**src/verilog/pfp_pkg.sv**
```systemverilog
// constants shared by the printer front panel controller
package pfp_pkg;

  // register byte offsets
  localparam logic [7:0] ADDR_CTRL = 8'h00;
  localparam logic [7:0] ADDR_STATUS = 8'h04;
  localparam logic [7:0] ADDR_COUNT = 8'h08;

  // control register fields and value after reset
  localparam int CTRL_KEYS_OFF_BIT = 0;
  localparam int CTRL_TOGGLE_BIT = 1;
  localparam logic [1:0] CTRL_RESET = 2'h0;

  // status register field positions
  localparam int ST_STATE_LSB = 0;
  localparam int ST_RAWMODE_BIT = 2;
  localparam int ST_PAPEROUT_BIT = 3;
  localparam int ST_SLOT_BIT = 4;
  localparam int ST_FEED_BIT = 5;
  localparam int ST_JUMPER_LSB = 8;

  // axi responses
  localparam logic [1:0] RESP_OKAY = 2'h0;
  localparam logic [1:0] RESP_SLVERR = 2'h2;

  // pin bundle layout and idle levels after reset
  localparam int PIN_ONLINE_KEY = 0;
  localparam int PIN_FEED_KEY = 1;
  localparam int PIN_PAPER_OUT = 2;
  localparam int PIN_JUMPER_LSB = 3;
  localparam int PIN_STROBE = 7;
  localparam int PIN_DATA_LSB = 8;
  localparam int PIN_COUNT = 16;
  localparam logic [15:0] PIN_IDLE = 16'h0083;

  // timing
  localparam int CLK_MHZ = 125;
  localparam int DEBOUNCE_US = 10000;
  localparam int DEBOUNCE_CYCLES = DEBOUNCE_US * CLK_MHZ;
  localparam int ACK_NS = 5000;
  localparam int ACK_CYCLES = (ACK_NS * CLK_MHZ + 999) / 1000;
  localparam logic [2:0] STRAP_WAIT = 3'h4;

  // self-test character range
  localparam logic [7:0] TEST_FIRST = 8'h20;
  localparam logic [7:0] TEST_LAST = 8'h7e;

  typedef enum logic [1:0] {
    ST_ONLINE,
    ST_PAUSING,
    ST_OFFLINE,
    ST_SELFTEST
  } pfp_state_t;

endpackage

```
**src/verilog/pfp_panel.sv**
```systemverilog
// printer front panel control: keys, lamp, jumpers, host byte gate, self-test
//
// Notes on behaviour
// - lamp red offline no paper, green online, yellow online no paper, else dark; green and yellow go dark while a host byte waits in the slot
// - enters online after reset and on leaving self-test
// - idle online-toggle press alternates online and offline
// - host bytes are refused while offline
// - press while printing finishes the row, then goes offline; next press resumes
// - online key held at reset selects raw-byte mode, bytes printed as hex
// - offline with feed key held feeds paper; release stops; online no feed
// - offline, feed key held, online-toggle press starts self-test
// - self-test prints every valid character with no host data
// - self-test ends after the last character or on an online-toggle press
// - command-set jumper open selects set A, fitted selects set B
// - charset jumper open selects ASCII, fitted selects Chinese
// - direction jumper open prints reversed, fitted prints normal
// - font jumper 1-2 selects small font, 2-3 selects large font
// - host data arrives one byte at a time on an 8-bit port
//
// The address map and the AXI4-Lite interface to the registers are this design's own decisions.
`timescale 1ns/10ps
module pfp_panel #(
  parameter int DEBOUNCE_CYCLES = pfp_pkg::DEBOUNCE_CYCLES
) (
  // clock and reset
  input wire logic clk,
  input wire logic rst,
  // axi4-lite slave
  input wire logic [7:0] s_axi_awaddr,
  input wire logic s_axi_awvalid,
  output logic s_axi_awready,
  input wire logic [31:0] s_axi_wdata,
  input wire logic [3:0] s_axi_wstrb,
  input wire logic s_axi_wvalid,
  output logic s_axi_wready,
  output logic [1:0] s_axi_bresp,
  output logic s_axi_bvalid,
  input wire logic s_axi_bready,
  input wire logic [7:0] s_axi_araddr,
  input wire logic s_axi_arvalid,
  output logic s_axi_arready,
  output logic [31:0] s_axi_rdata,
  output logic [1:0] s_axi_rresp,
  output logic s_axi_rvalid,
  input wire logic s_axi_rready,
  // front panel pins, keys active low
  input wire logic onlineKeyN,
  input wire logic paperFeedKeyN,
  input wire logic paperOut,
  output logic lampRed,
  output logic lampGreen,
  // jumper pins, high when fitted; font high when linking 2-3
  input wire logic commandSetJumper,
  input wire logic charsetJumper,
  input wire logic directionJumper,
  input wire logic fontJumper,
  // parallel host port
  input wire logic [7:0] hostData,
  input wire logic hostStrobeN,
  output logic hostBusy,
  output logic hostAckN,
  // print engine, same clock
  output logic [7:0] printByte,
  output logic printValid,
  input wire logic printReady,
  input wire logic rowActive,
  output logic feedMotor,
  output logic rawBytePrintMode,
  output logic commandSetB,
  output logic chineseMode,
  output logic reverseDirection,
  output logic largeFont,
  output logic selfTestActive
);

  localparam int DBW = $clog2(DEBOUNCE_CYCLES + 1);
  localparam int AKW = $clog2(pfp_pkg::ACK_CYCLES + 1);

  function automatic logic [7:0] hexChar(input logic [3:0] nib);
    hexChar = (nib < 4'ha) ? {4'h3, nib} : 8'(8'h57 + {4'h0, nib});
  endfunction

  ////////////////////////////////////////////////////////////////////////////
  // pin synchronisers: a level counts once stages two and three agree
  logic [15:0] pinBus;
  logic [15:0] sync1;
  logic [15:0] sync2;
  logic [15:0] sync3;
  logic [15:0] pinLevel;
  assign pinBus = {hostData, hostStrobeN, fontJumper, directionJumper, charsetJumper,
                   commandSetJumper, paperOut, paperFeedKeyN, onlineKeyN};

  genvar gi;
  generate
    for (gi = 0; gi < pfp_pkg::PIN_COUNT; gi++) begin : g_sync
      always_ff @(posedge clk or posedge rst) begin
        if (rst) begin
          sync1[gi] <= pfp_pkg::PIN_IDLE[gi];
          sync2[gi] <= pfp_pkg::PIN_IDLE[gi];
          sync3[gi] <= pfp_pkg::PIN_IDLE[gi];
          pinLevel[gi] <= pfp_pkg::PIN_IDLE[gi];
        end else begin
          sync1[gi] <= pinBus[gi];
          sync2[gi] <= sync1[gi];
          sync3[gi] <= sync2[gi];
          if (sync2[gi] == sync3[gi]) begin
            pinLevel[gi] <= sync3[gi];
          end
        end
      end
    end
  endgenerate

  ////////////////////////////////////////////////////////////////////////////
  // key debounce, one counter per key
  logic [1:0] keyHeld;
  logic [1:0] keyPress;
  logic [DBW-1:0] dbCnt [2];
  generate
    for (gi = 0; gi < 2; gi++) begin : g_key
      always_ff @(posedge clk or posedge rst) begin
        if (rst) begin
          dbCnt[gi] <= '0;
          keyHeld[gi] <= 1'b0;
          keyPress[gi] <= 1'b0;
        end else begin
          keyPress[gi] <= 1'b0;
          if (!pinLevel[gi] == keyHeld[gi]) begin
            dbCnt[gi] <= '0;
          end else if (dbCnt[gi] == DBW'(DEBOUNCE_CYCLES - 1)) begin
            dbCnt[gi] <= '0;
            keyHeld[gi] <= !pinLevel[gi];
            keyPress[gi] <= !pinLevel[gi];
          end else begin
            dbCnt[gi] <= dbCnt[gi] + DBW'(1);
          end
        end
      end
    end
  endgenerate

  ////////////////////////////////////////////////////////////////////////////
  // strap capture after reset release
  logic [2:0] strapCnt;
  logic strapped;
  always_ff @(posedge clk or posedge rst) begin
    if (rst) begin
      strapCnt <= 3'h0;
      strapped <= 1'b0;
      rawBytePrintMode <= 1'b0;
    end else if (!strapped) begin
      strapCnt <= strapCnt + 3'h1;
      if (strapCnt == pfp_pkg::STRAP_WAIT) begin
        strapped <= 1'b1;
        // raw pin level: debounce has not settled this early
        rawBytePrintMode <= !pinLevel[pfp_pkg::PIN_ONLINE_KEY];
      end
    end
  end

  ////////////////////////////////////////////////////////////////////////////
  // control register
  logic keysOff;
  logic softToggle;
  logic togglePress;
  logic feedHeld;
  assign togglePress = (keyPress[0] && !keysOff) || softToggle;
  assign feedHeld = keyHeld[1] && !keysOff;

  ////////////////////////////////////////////////////////////////////////////
  // operating state
  pfp_pkg::pfp_state_t state;
  logic testDone;
  always_ff @(posedge clk or posedge rst) begin
    if (rst) begin
      state <= pfp_pkg::ST_ONLINE;
    end else if (strapped) begin
      unique case (state)
        pfp_pkg::ST_ONLINE: begin
          if (togglePress) begin
            state <= rowActive ? pfp_pkg::ST_PAUSING : pfp_pkg::ST_OFFLINE;
          end
        end
        pfp_pkg::ST_PAUSING: begin
          if (!rowActive) begin
            state <= pfp_pkg::ST_OFFLINE;
          end
        end
        pfp_pkg::ST_OFFLINE: begin
          if (togglePress) begin
            state <= feedHeld ? pfp_pkg::ST_SELFTEST : pfp_pkg::ST_ONLINE;
          end
        end
        pfp_pkg::ST_SELFTEST: begin
          if (togglePress || testDone) begin
            state <= pfp_pkg::ST_ONLINE;
          end
        end
      endcase
    end
  end

  ////////////////////////////////////////////////////////////////////////////
  // host byte slot and acknowledge
  logic strobeLast;
  logic slotFull;
  logic [7:0] slotData;
  logic slotRelease;
  logic takeByte;
  logic [AKW-1:0] ackCnt;
  logic [31:0] byteCount;
  assign takeByte = strapped && strobeLast && !pinLevel[pfp_pkg::PIN_STROBE]
                    && state == pfp_pkg::ST_ONLINE && !slotFull && ackCnt == '0;

  always_ff @(posedge clk or posedge rst) begin
    if (rst) begin
      strobeLast <= 1'b1;
      slotFull <= 1'b0;
      slotData <= 8'h00;
      byteCount <= 32'h0000_0000;
    end else begin
      strobeLast <= pinLevel[pfp_pkg::PIN_STROBE];
      if (takeByte) begin
        slotFull <= 1'b1;
        slotData <= pinLevel[pfp_pkg::PIN_DATA_LSB +: 8];
        byteCount <= byteCount + 32'h1;
      end else if (slotRelease) begin
        slotFull <= 1'b0;
      end
    end
  end

  // busy stays high offline so the host holds its next byte
  always_ff @(posedge clk or posedge rst) begin
    if (rst) begin
      ackCnt <= '0;
      hostAckN <= 1'b1;
      hostBusy <= 1'b1;
    end else begin
      if (slotRelease) begin
        ackCnt <= AKW'(pfp_pkg::ACK_CYCLES);
      end else if (ackCnt != '0) begin
        ackCnt <= ackCnt - AKW'(1);
      end
      hostAckN <= !(slotRelease || ackCnt > AKW'(1));
      hostBusy <= !strapped || state != pfp_pkg::ST_ONLINE || slotFull || takeByte
                  || slotRelease || ackCnt != '0;
    end
  end

  ////////////////////////////////////////////////////////////////////////////
  // print byte emitter: host bytes, hex pairs or self-test listing
  logic fromHost;
  logic hexLow;
  logic [7:0] testChar;
  logic accepted;
  assign accepted = printValid && printReady;
  assign slotRelease = accepted && fromHost && (!rawBytePrintMode || hexLow);
  assign testDone = accepted && !fromHost && printByte == pfp_pkg::TEST_LAST;

  always_ff @(posedge clk or posedge rst) begin
    if (rst) begin
      printValid <= 1'b0;
      printByte <= 8'h00;
      fromHost <= 1'b0;
      hexLow <= 1'b0;
      testChar <= pfp_pkg::TEST_FIRST;
    end else if (accepted) begin
      printValid <= 1'b0;
      if (fromHost && rawBytePrintMode && !hexLow) begin
        printValid <= 1'b1;
        printByte <= hexChar(slotData[3:0]);
        hexLow <= 1'b1;
      end
    end else if (!printValid) begin
      if (state == pfp_pkg::ST_ONLINE && slotFull) begin
        printValid <= 1'b1;
        fromHost <= 1'b1;
        hexLow <= 1'b0;
        printByte <= rawBytePrintMode ? hexChar(slotData[7:4]) : slotData;
      end else if (state == pfp_pkg::ST_SELFTEST) begin
        printValid <= 1'b1;
        fromHost <= 1'b0;
        printByte <= testChar;
        testChar <= (testChar == pfp_pkg::TEST_LAST) ? pfp_pkg::TEST_FIRST
                    : testChar + 8'h01;
      end else begin
        testChar <= pfp_pkg::TEST_FIRST;
      end
    end
  end

  ////////////////////////////////////////////////////////////////////////////
  // lamp, feed and jumper-driven modes
  logic offline;
  assign offline = state == pfp_pkg::ST_OFFLINE;
  always_ff @(posedge clk or posedge rst) begin
    if (rst) begin
      lampRed <= 1'b0;
      lampGreen <= 1'b0;
      feedMotor <= 1'b0;
      selfTestActive <= 1'b0;
    end else begin
      // yellow is red and green together
      lampRed <= pinLevel[pfp_pkg::PIN_PAPER_OUT]
                 && (offline || (state == pfp_pkg::ST_ONLINE && !slotFull));
      lampGreen <= state == pfp_pkg::ST_ONLINE && !slotFull && strapped;
      feedMotor <= offline && feedHeld;
      selfTestActive <= state == pfp_pkg::ST_SELFTEST;
    end
  end

  always_ff @(posedge clk or posedge rst) begin
    if (rst) begin
      commandSetB <= 1'b0;
      chineseMode <= 1'b0;
      reverseDirection <= 1'b1;
      largeFont <= 1'b0;
    end else begin
      commandSetB <= pinLevel[pfp_pkg::PIN_JUMPER_LSB];
      chineseMode <= pinLevel[pfp_pkg::PIN_JUMPER_LSB + 1];
      reverseDirection <= !pinLevel[pfp_pkg::PIN_JUMPER_LSB + 2];
      largeFont <= pinLevel[pfp_pkg::PIN_JUMPER_LSB + 3];
    end
  end

  ////////////////////////////////////////////////////////////////////////////
  // axi4-lite write path
  logic awHave;
  logic wHave;
  logic [7:0] awAddr;
  logic [31:0] wData;
  logic [3:0] wStrb;
  logic doWrite;
  logic next_awHave;
  logic next_wHave;
  assign doWrite = awHave && wHave && !s_axi_bvalid;
  assign next_awHave = (awHave && !doWrite) || (s_axi_awready && s_axi_awvalid);
  assign next_wHave = (wHave && !doWrite) || (s_axi_wready && s_axi_wvalid);

  always_ff @(posedge clk or posedge rst) begin
    if (rst) begin
      awHave <= 1'b0;
      wHave <= 1'b0;
      awAddr <= 8'h00;
      wData <= 32'h0000_0000;
      wStrb <= 4'h0;
      s_axi_awready <= 1'b0;
      s_axi_wready <= 1'b0;
      s_axi_bvalid <= 1'b0;
      s_axi_bresp <= pfp_pkg::RESP_OKAY;
    end else begin
      awHave <= next_awHave;
      wHave <= next_wHave;
      s_axi_awready <= !next_awHave;
      s_axi_wready <= !next_wHave;
      if (s_axi_awready && s_axi_awvalid) begin
        awAddr <= s_axi_awaddr;
      end
      if (s_axi_wready && s_axi_wvalid) begin
        wData <= s_axi_wdata;
        wStrb <= s_axi_wstrb;
      end
      if (doWrite) begin
        s_axi_bvalid <= 1'b1;
        s_axi_bresp <= (awAddr == pfp_pkg::ADDR_CTRL || awAddr == pfp_pkg::ADDR_STATUS
                        || awAddr == pfp_pkg::ADDR_COUNT) ? pfp_pkg::RESP_OKAY
                       : pfp_pkg::RESP_SLVERR;
      end else if (s_axi_bready) begin
        s_axi_bvalid <= 1'b0;
      end
    end
  end

  // toggle bit acts like one panel press and reads back as zero
  always_ff @(posedge clk or posedge rst) begin
    if (rst) begin
      keysOff <= pfp_pkg::CTRL_RESET[pfp_pkg::CTRL_KEYS_OFF_BIT];
      softToggle <= pfp_pkg::CTRL_RESET[pfp_pkg::CTRL_TOGGLE_BIT];
    end else begin
      softToggle <= 1'b0;
      if (doWrite && awAddr == pfp_pkg::ADDR_CTRL && wStrb[0]) begin
        keysOff <= wData[pfp_pkg::CTRL_KEYS_OFF_BIT];
        softToggle <= wData[pfp_pkg::CTRL_TOGGLE_BIT];
      end
    end
  end

  ////////////////////////////////////////////////////////////////////////////
  // axi4-lite read path
  logic [31:0] statusWord;
  always_comb begin
    statusWord = 32'h0000_0000;
    statusWord[pfp_pkg::ST_STATE_LSB +: 2] = state;
    statusWord[pfp_pkg::ST_RAWMODE_BIT] = rawBytePrintMode;
    statusWord[pfp_pkg::ST_PAPEROUT_BIT] = pinLevel[pfp_pkg::PIN_PAPER_OUT];
    statusWord[pfp_pkg::ST_SLOT_BIT] = slotFull;
    statusWord[pfp_pkg::ST_FEED_BIT] = feedMotor;
    statusWord[pfp_pkg::ST_JUMPER_LSB +: 4] = pinLevel[pfp_pkg::PIN_JUMPER_LSB +: 4];
  end

  always_ff @(posedge clk or posedge rst) begin
    if (rst) begin
      s_axi_arready <= 1'b0;
      s_axi_rvalid <= 1'b0;
      s_axi_rdata <= 32'h0000_0000;
      s_axi_rresp <= pfp_pkg::RESP_OKAY;
    end else begin
      s_axi_arready <= !s_axi_rvalid && !(s_axi_arready && s_axi_arvalid);
      if (s_axi_arready && s_axi_arvalid) begin
        s_axi_rvalid <= 1'b1;
        s_axi_rresp <= pfp_pkg::RESP_OKAY;
        unique case (s_axi_araddr)
          pfp_pkg::ADDR_CTRL: s_axi_rdata <= {31'h0, keysOff};
          pfp_pkg::ADDR_STATUS: s_axi_rdata <= statusWord;
          pfp_pkg::ADDR_COUNT: s_axi_rdata <= byteCount;
          default: begin
            s_axi_rdata <= 32'h0000_0000;
            s_axi_rresp <= pfp_pkg::RESP_SLVERR;
          end
        endcase
      end else if (s_axi_rready) begin
        s_axi_rvalid <= 1'b0;
      end
    end
  end

endmodule

```
**config.mk**
```make
export PLATFORM = sky130hd
export DESIGN_NAME = pfp_panel
export DESIGN_NICKNAME = d
export VERILOG_FILES = /design/src/verilog/pfp_pkg.sv /design/src/verilog/pfp_panel.sv
export SDC_FILE = /design/constraint.sdc
export NUM_CORES = 1
export LEC_CHECK = 0
export ABC_AREA = 0
export BUFFER_PORTS_ARGS = -buffer_cell sky130_fd_sc_hd__buf_2
export CORE_ASPECT_RATIO = 0.9
export CORE_UTILIZATION = 32
export DETAILED_ROUTE_END_ITERATION = 12
export GPL_TIMING_DRIVEN = 0
export PLACE_DENSITY_LB_ADDON = 0.12
export SLEW_MARGIN = 10
export SYNTH_ARGS = -nofsm -noshare
export SYNTH_HDL_FRONTEND = slang
export SYNTH_SLANG_ARGS = --single-unit
```
**constraint.sdc**
```tcl
create_clock -name clk -period 9.3 [get_ports clk]
set_clock_uncertainty 0.2 [all_clocks]
set_input_delay 0.93 -clock clk [delete_from_list [all_inputs] [get_ports clk]]
set_output_delay 0.93 -clock clk [all_outputs]
set_load 0.03 [all_outputs]
```
After elaboration in Yosys (flattened, before gate mapping). Cells that the tools add are included.

$add $sub $neg: 8. Multiply operators: 0. Divide/modulo/power cells: 0. $lt $le $gt $ge: 3. Equal/unequal tests: 36. Shift operators: 0. Multiplexer cells: 48. Bitwise operators: 6. Reduce and logical (&&, ||, !) cells: 82.

Operator list (count): $pmux W32 S3 (1); $mux W21 (4); $mux W8 (10); $add A21 B1 Y21 const B (2); $eq A21 B21 Y1 const B (2); $add A32 B1 Y32 const B (1); $logic_and A1 B1 Y1 (29); $mux W1 (22); $mux W10 (2); $eq A1 B1 Y1 (18); $logic_not A1 Y1 (17); $add A7 B4 Y8 const A (2); $eq A8 B3 Y1 const B (2); $eq A8 B4 Y1 const B (2); $eq A8 B7 Y1 const B (2); $logic_not A8 Y1 (2); $mux W2 (8); $logic_or A1 B1 Y1 (14); $reduce_bool A2 Y1 (7); $reduce_and A3 Y1 (4); $gt A10 B1 Y1 const B (1); $logic_not A10 Y1 (1); $reduce_bool A10 Y1 (1); $sub A10 B1 Y10 const B (1); 15 further kinds (28).

Flip-flop bits (word level): 253. Latch bits: 0. Memory bits (writable): 0. Bits in read-only memories: 0. Input port bits: 77. Output and inout bits: 61. Logic and storage cells: 291. Memories kept: 0.

Depth between registers and ports, before layout.
Depth after elaboration: 8. Depth in mapped cells: 9. Depth with buffers taken out: 7.

Worst setup path after synthesis. Ideal clock, no wire load.

Path type: in2reg. From: in s_axi_araddr[1]. To: reg s_axi_rdata[1]. Setup time: 0.068 ns. Arrival: 2.250 ns. Required time: 9.032 ns. Setup slack: 6.782 ns. Stages: 5. Buffers on the path: 0. Cells stage by stage: nor4_1 > nand4_1 > nor3b_1 > a222oi_1 > inv_1.

Word-level cells in the longest chain between the ends: 2. Elaborated cells on any way between the ends: 4. Classes of those cells: eq/ne: 2; mux: 1; reduce/logical: 1.

Ends and longest elaborated chain: start, declared (RTL line pfp_panel.sv:39) `input wire logic [7:0] s_axi_araddr,`; $eq A8 B4 Y1, or another cell as far along (RTL line pfp_panel.sv:413) `unique case (s_axi_araddr)`; $pmux W32 S3 * (RTL line pfp_panel.sv:413); end signal, assigned (RTL line pfp_panel.sv:414) `pfp_pkg::ADDR_CTRL: s_axi_rdata <= {31'h0, keysOff};`; end signal, assigned (RTL line pfp_panel.sv:415) `pfp_pkg::ADDR_STATUS: s_axi_rdata <= statusWord;`; end signal, assigned (RTL line pfp_panel.sv:416) `pfp_pkg::ADDR_COUNT: s_axi_rdata <= byteCount;`; end, declared (RTL line pfp_panel.sv:42) `output logic [31:0] s_axi_rdata,`.

Mark *: on every way between the ends. The rest lies on a longest branch, timed or not. A chain may end at the register's enable or synchronous reset.

Worst setup path after layout.
From: reg state[1]. To: reg printByte[1].

Word-level cells in the longest chain between the ends: 5. Elaborated cells on any way between the ends: 8. Classes of those cells: eq/ne: 1; mux: 3; reduce/logical: 4.

Ends and longest elaborated chain: start, declared (RTL line pfp_panel.sv:172) `pfp_pkg::pfp_state_t state;`; start signal, assigned (RTL line pfp_panel.sv:176) `state <= pfp_pkg::ST_ONLINE;`; start signal, assigned (RTL line pfp_panel.sv:181) `state <= rowActive ? pfp_pkg::ST_PAUSING : pfp_pkg::ST_OFFLINE;`; start signal, assigned (RTL line pfp_panel.sv:186) `state <= pfp_pkg::ST_OFFLINE;`; $logic_not A2 Y1 (RTL line pfp_panel.sv:276) `if (state == pfp_pkg::ST_ONLINE && slotFull) begin`; $logic_and A1 B1 Y1 (RTL line pfp_panel.sv:276); $mux W8 (RTL line pfp_panel.sv:276); $mux W8 (RTL line pfp_panel.sv:275) `end else if (!printValid) begin`; $mux W8 (RTL line pfp_panel.sv:268) `end else if (accepted) begin`; end signal, assigned (RTL line pfp_panel.sv:272) `printByte <= hexChar(slotData[3:0]);`; end signal, assigned (RTL line pfp_panel.sv:280) `printByte <= rawBytePrintMode ? hexChar(slotData[7:4]) : slotData;`; end signal, assigned (RTL line pfp_panel.sv:284) `printByte <= testChar;`; end, declared (RTL line pfp_panel.sv:63) `output logic [7:0] printByte,`.

Parallel ways exist; a longest one is shown, timed or not. The select of a mux whose other input is x is not followed.

==> run_results.csv <==
group,metric,value,unit
cts,cts_buffer_depth,3,
cts,cts_resized,0,
timing,final_max_slew_viol_count,0,
route,wl,21540,um
cts,tritoncts,"yes",
cts,ctsHoldBuffers,0,
route,drt-pass1-iter-count,4,
yosys,synth_top_area_share,0.5715,
run_status,status,"completed",
place,dp.cells,1395,
route,routedWlPerCell,14.88,um
place,globalplace.congestion,0.8010,
die,rows,61,
power,p_leak,5.591,nW
place,pre_cts_ws,6024,ps
timing,rsz0062_at_grt,"false",
yosys,synth_area,0.01025,mm2
timing,fin_ws,6564,ps
timing,fin_crit,2736,ps
cts,htree_levels,1,
power,p_sw,671.6,uW
timing,relSlewSlack,0.3100,
yosys,syn_area_per_cell,11.63,um2
min_path,holdPathStages,0,
job,max_cap_viol_count,0,
route,drt_iter0_drc,428,
cts,cts_root_buffer,"clkbuf_16",
cts,cts_sinks,251,
min_path,hp-class,"flip-flop to flip-flop",
die,initial_core_util,0.3282,
power,p_seq_frac,0.466,
global_route,grt_pass1_wl,36040,um
timing,fmax,365.5,MHz
die,io_pins,138,
yosys,synth_area_leaders,"dfrtp_1 (57%), dfstp_2 (4.4%), xnor2_1 (4.0%), nor2_1 (3.3%), xor2_1 (3.3%)",
cells_and_area,utilization,0.3940,
global_route,grt_max_degree,95,
cells_and_area,fin_cells,1448,
timing,worst_slew_pin_slew,1026,ps
critical_path,cp.arrival,2960,ps
place,place_hpwl,14900,um
power,powerDensity,214.4,mW/mm2
yosys,ys_seq_elements,251,
cts,clk_pin_slew_worst_paths,60,ps
global_route,antenna_found_initial,0,
place,io_buffers,102,
power,internal_power,1.965,mW
power,combPwrFrac,0.107,
power,pwr-share-clk,0.427,
power,power,2.637,mW
critical_path,r2r_cells,6,
yosys,yosysWarningCount,0,
timing,holdWs,144.6,ps
power,max-vdd-ir-drop,0.1183,mV
timing,setup_violations,0,
yosys,yosysTopAreaCell,"dfrtp_1",
cells_and_area,drive_above_1_share,0.1975,
yosys,synth_edf_count,0,
timing,hold_viol,0,
yosys,ys_seq_area_frac,0.6151,
critical_path,crit_fanout,10,
route,ant_nets,0,
critical_path,worstSetupPathType,"flip-flop to flip-flop",
die,die_w,190.6,um
power,sw_frac_of_total,0.2547,
timing,finalCritPeriodShare,0.2942,
route,drc_errors,0,
cells_and_area,area.growth.synth_to_final,20.04,%
cells_and_area,layout.nets,1106,
global_route,grt_pass1_vias,6686,
cts,cts_setup_buffers,0,
yosys,synth.distinct_cells,59,
critical_path,endpoint_kind,"flip-flop",
critical_path,start_kind,"flip-flop",
die,dieArea,0.03274,mm2
critical_path,r2r_slack,6560,ps
die,core,0.03122,mm2
cts,clk_latency,540,ps
global_route,grt_use_total,0.1366,
global_route,grt-ovfl-total,0,
die,fp.dieH,171.8,um
route,num_vias,6733,
cts,cts_buffers,29,
critical_path,required,9520,ps
yosys,ys_async_sr_fraction,1.000,
yosys,synthFlopType,"dfrtp_1",
route,viasPerCell,4.650,
yosys,syn_inst,881,
area by class of cell:
cell class / count / area (um2)
inverters: 43 / 168.9
multi-input cells: 558 / 3657
diodes: 1 / 2.502
plain buffers: 30 / 133.9
clock buffers: 45 / 865.8
flip-flops and latches: 251 / 6302
well taps: 409 / 511.7
repair buffers: 104 / 565.5
clock inverters: 7 / 91.34
fillers: 3070 / 18920
Yosys cell counts (3+ instances only):
cell type and number:
a211oi_1 3, a21oi_1 20, a222oi_1 9, a22o_1 27, a31oi_1 5, and2_1 5, and3_1 13, and4_1 3
buf_2 4, clkbuf_1 22, dfrtp_1 234, dfstp_2 17, ha_1 12, inv_1 43, maj3_1 16, mux2_2 18
mux2i_1 3, nand2_1 67, nand2b_1 7, nand3_1 34, nand4_1 31, nand4b_1 5, nor2_1 91, nor3_1 18
nor3b_1 3, nor4_1 9, o21ai_0 26, o311ai_0 3, o31ai_1 4, or2_2 5, or3_1 4, xnor2_1 47
xor2_1 39
critical path, stage by stage, from the launching register on:
cell and delay (ps):
dfrtp_1 370, clkbuf_1 220, nor3b_2 630, nor2_1 280
a22oi_1 480, o311ai_0 270, o21a_1 170
through the flow:
step	instance area [um2]	TNS (ps)
5_1_grt	12300	0
3_3_place_gp	11270	-466970
4_1_cts	12290	0
2_1_floorplan	10250	0
3_5_place_dp	11330	0
6_report	12300	0
cells in the final DEF, fill, tap and decap left out, drive strengths merged, types with 4 or more instances in the layout:
cell type  netlist  layout
a21oi           20      20
a222oi           9       9
a22o            27      27
a31oi            5       5
and2             5       5
and3            13      13
buf              7     111
clkbuf          23      68
clkinv           0       4
dfrtp          234     234
dfstp           17      17
ha              12      12
inv             43      43
maj3            16      16
mux2            18      18
nand2           67      67
nand2b           7       7
nand3           34      34
nand4           31      31
nand4b           5       5
nor2            92      92
nor3            19      19
nor3b            4       4
nor4            10      10
o21ai           26      26
o31ai            4       4
or2              5       5
or3              4       4
xnor2           47      47
xor2            39      39
cell families after synthesis:
family | count (synthesis) | share of synthesized area
other | 1 | 0.0003660
muxes | 21 | 0.02271
buffers and inverters | 73 | 0.02882
AOI/OAI and AO/OA | 110 | 0.07522
and+or+nand+nor | 311 | 0.1540
xor gates and xnor gates | 86 | 0.07351
DFF | 251 | 0.6151
adders and majority gates | 28 | 0.03028
registers in the layout (all words and copies together), names as in the netlist, 8 cells and up:
| signal | count |
|---|---|
| byteCount | 32 |
| awAddr | 8 |
| sync1 | 16 |
| ackCnt | 10 |
| testChar | 8 |
| dbCnt | 42 |
| sync2 | 16 |
| s_axi_rdata | 32 |
| pinLevel | 16 |
| sync3 | 16 |
| printByte | 8 |
| slotData | 8 |
metal layers:
metal	GRT usage	vias up	part of all wire
met5	0	-	0
met4	0.03304	0	0.019
met3	0.02550	32	0.043
met2	0.2011	121	0.42
met1	0.2051	3229	0.52
li1	-	3351	-
worst paths after layout:
| path | start | endpoint |
|---|---|---|
| max | state[1]$_DFFE_PP0P_ | printByte[1]$_DFFE_PP0P_ |
| min | sync1[3]$_DFF_PP0_ | sync2[3]$_DFF_PP0_ |
| max reg2reg | state[1]$_DFFE_PP0P_ | printByte[1]$_DFFE_PP0P_ |
| min reg2reg | sync1[3]$_DFF_PP0_ | sync2[3]$_DFF_PP0_ |
| max in group asynchronous | rst | testChar[5]$_DFFE_PP1P_ |
| min in group asynchronous | rst | sync1[2]$_DFF_PP0_ |
power groups by stage:
| stage | Sequential [mW] | Clock, mW | Combinational (mW) |
|---|---|---|---|
| after global placement | 1.25 | 0 | 0.282 |
| after floorplan | 1.29 | 0 | 0.147 |
| final | 1.23 | 1.13 | 0.282 |
| after global routing | 1.24 | 1.21 | 0.317 |
| after detailed placement | 1.25 | 0 | 0.287 |
| after CTS | 1.23 | 1.16 | 0.288 |
Note: power is estimated with default switching activity, not from simulation.
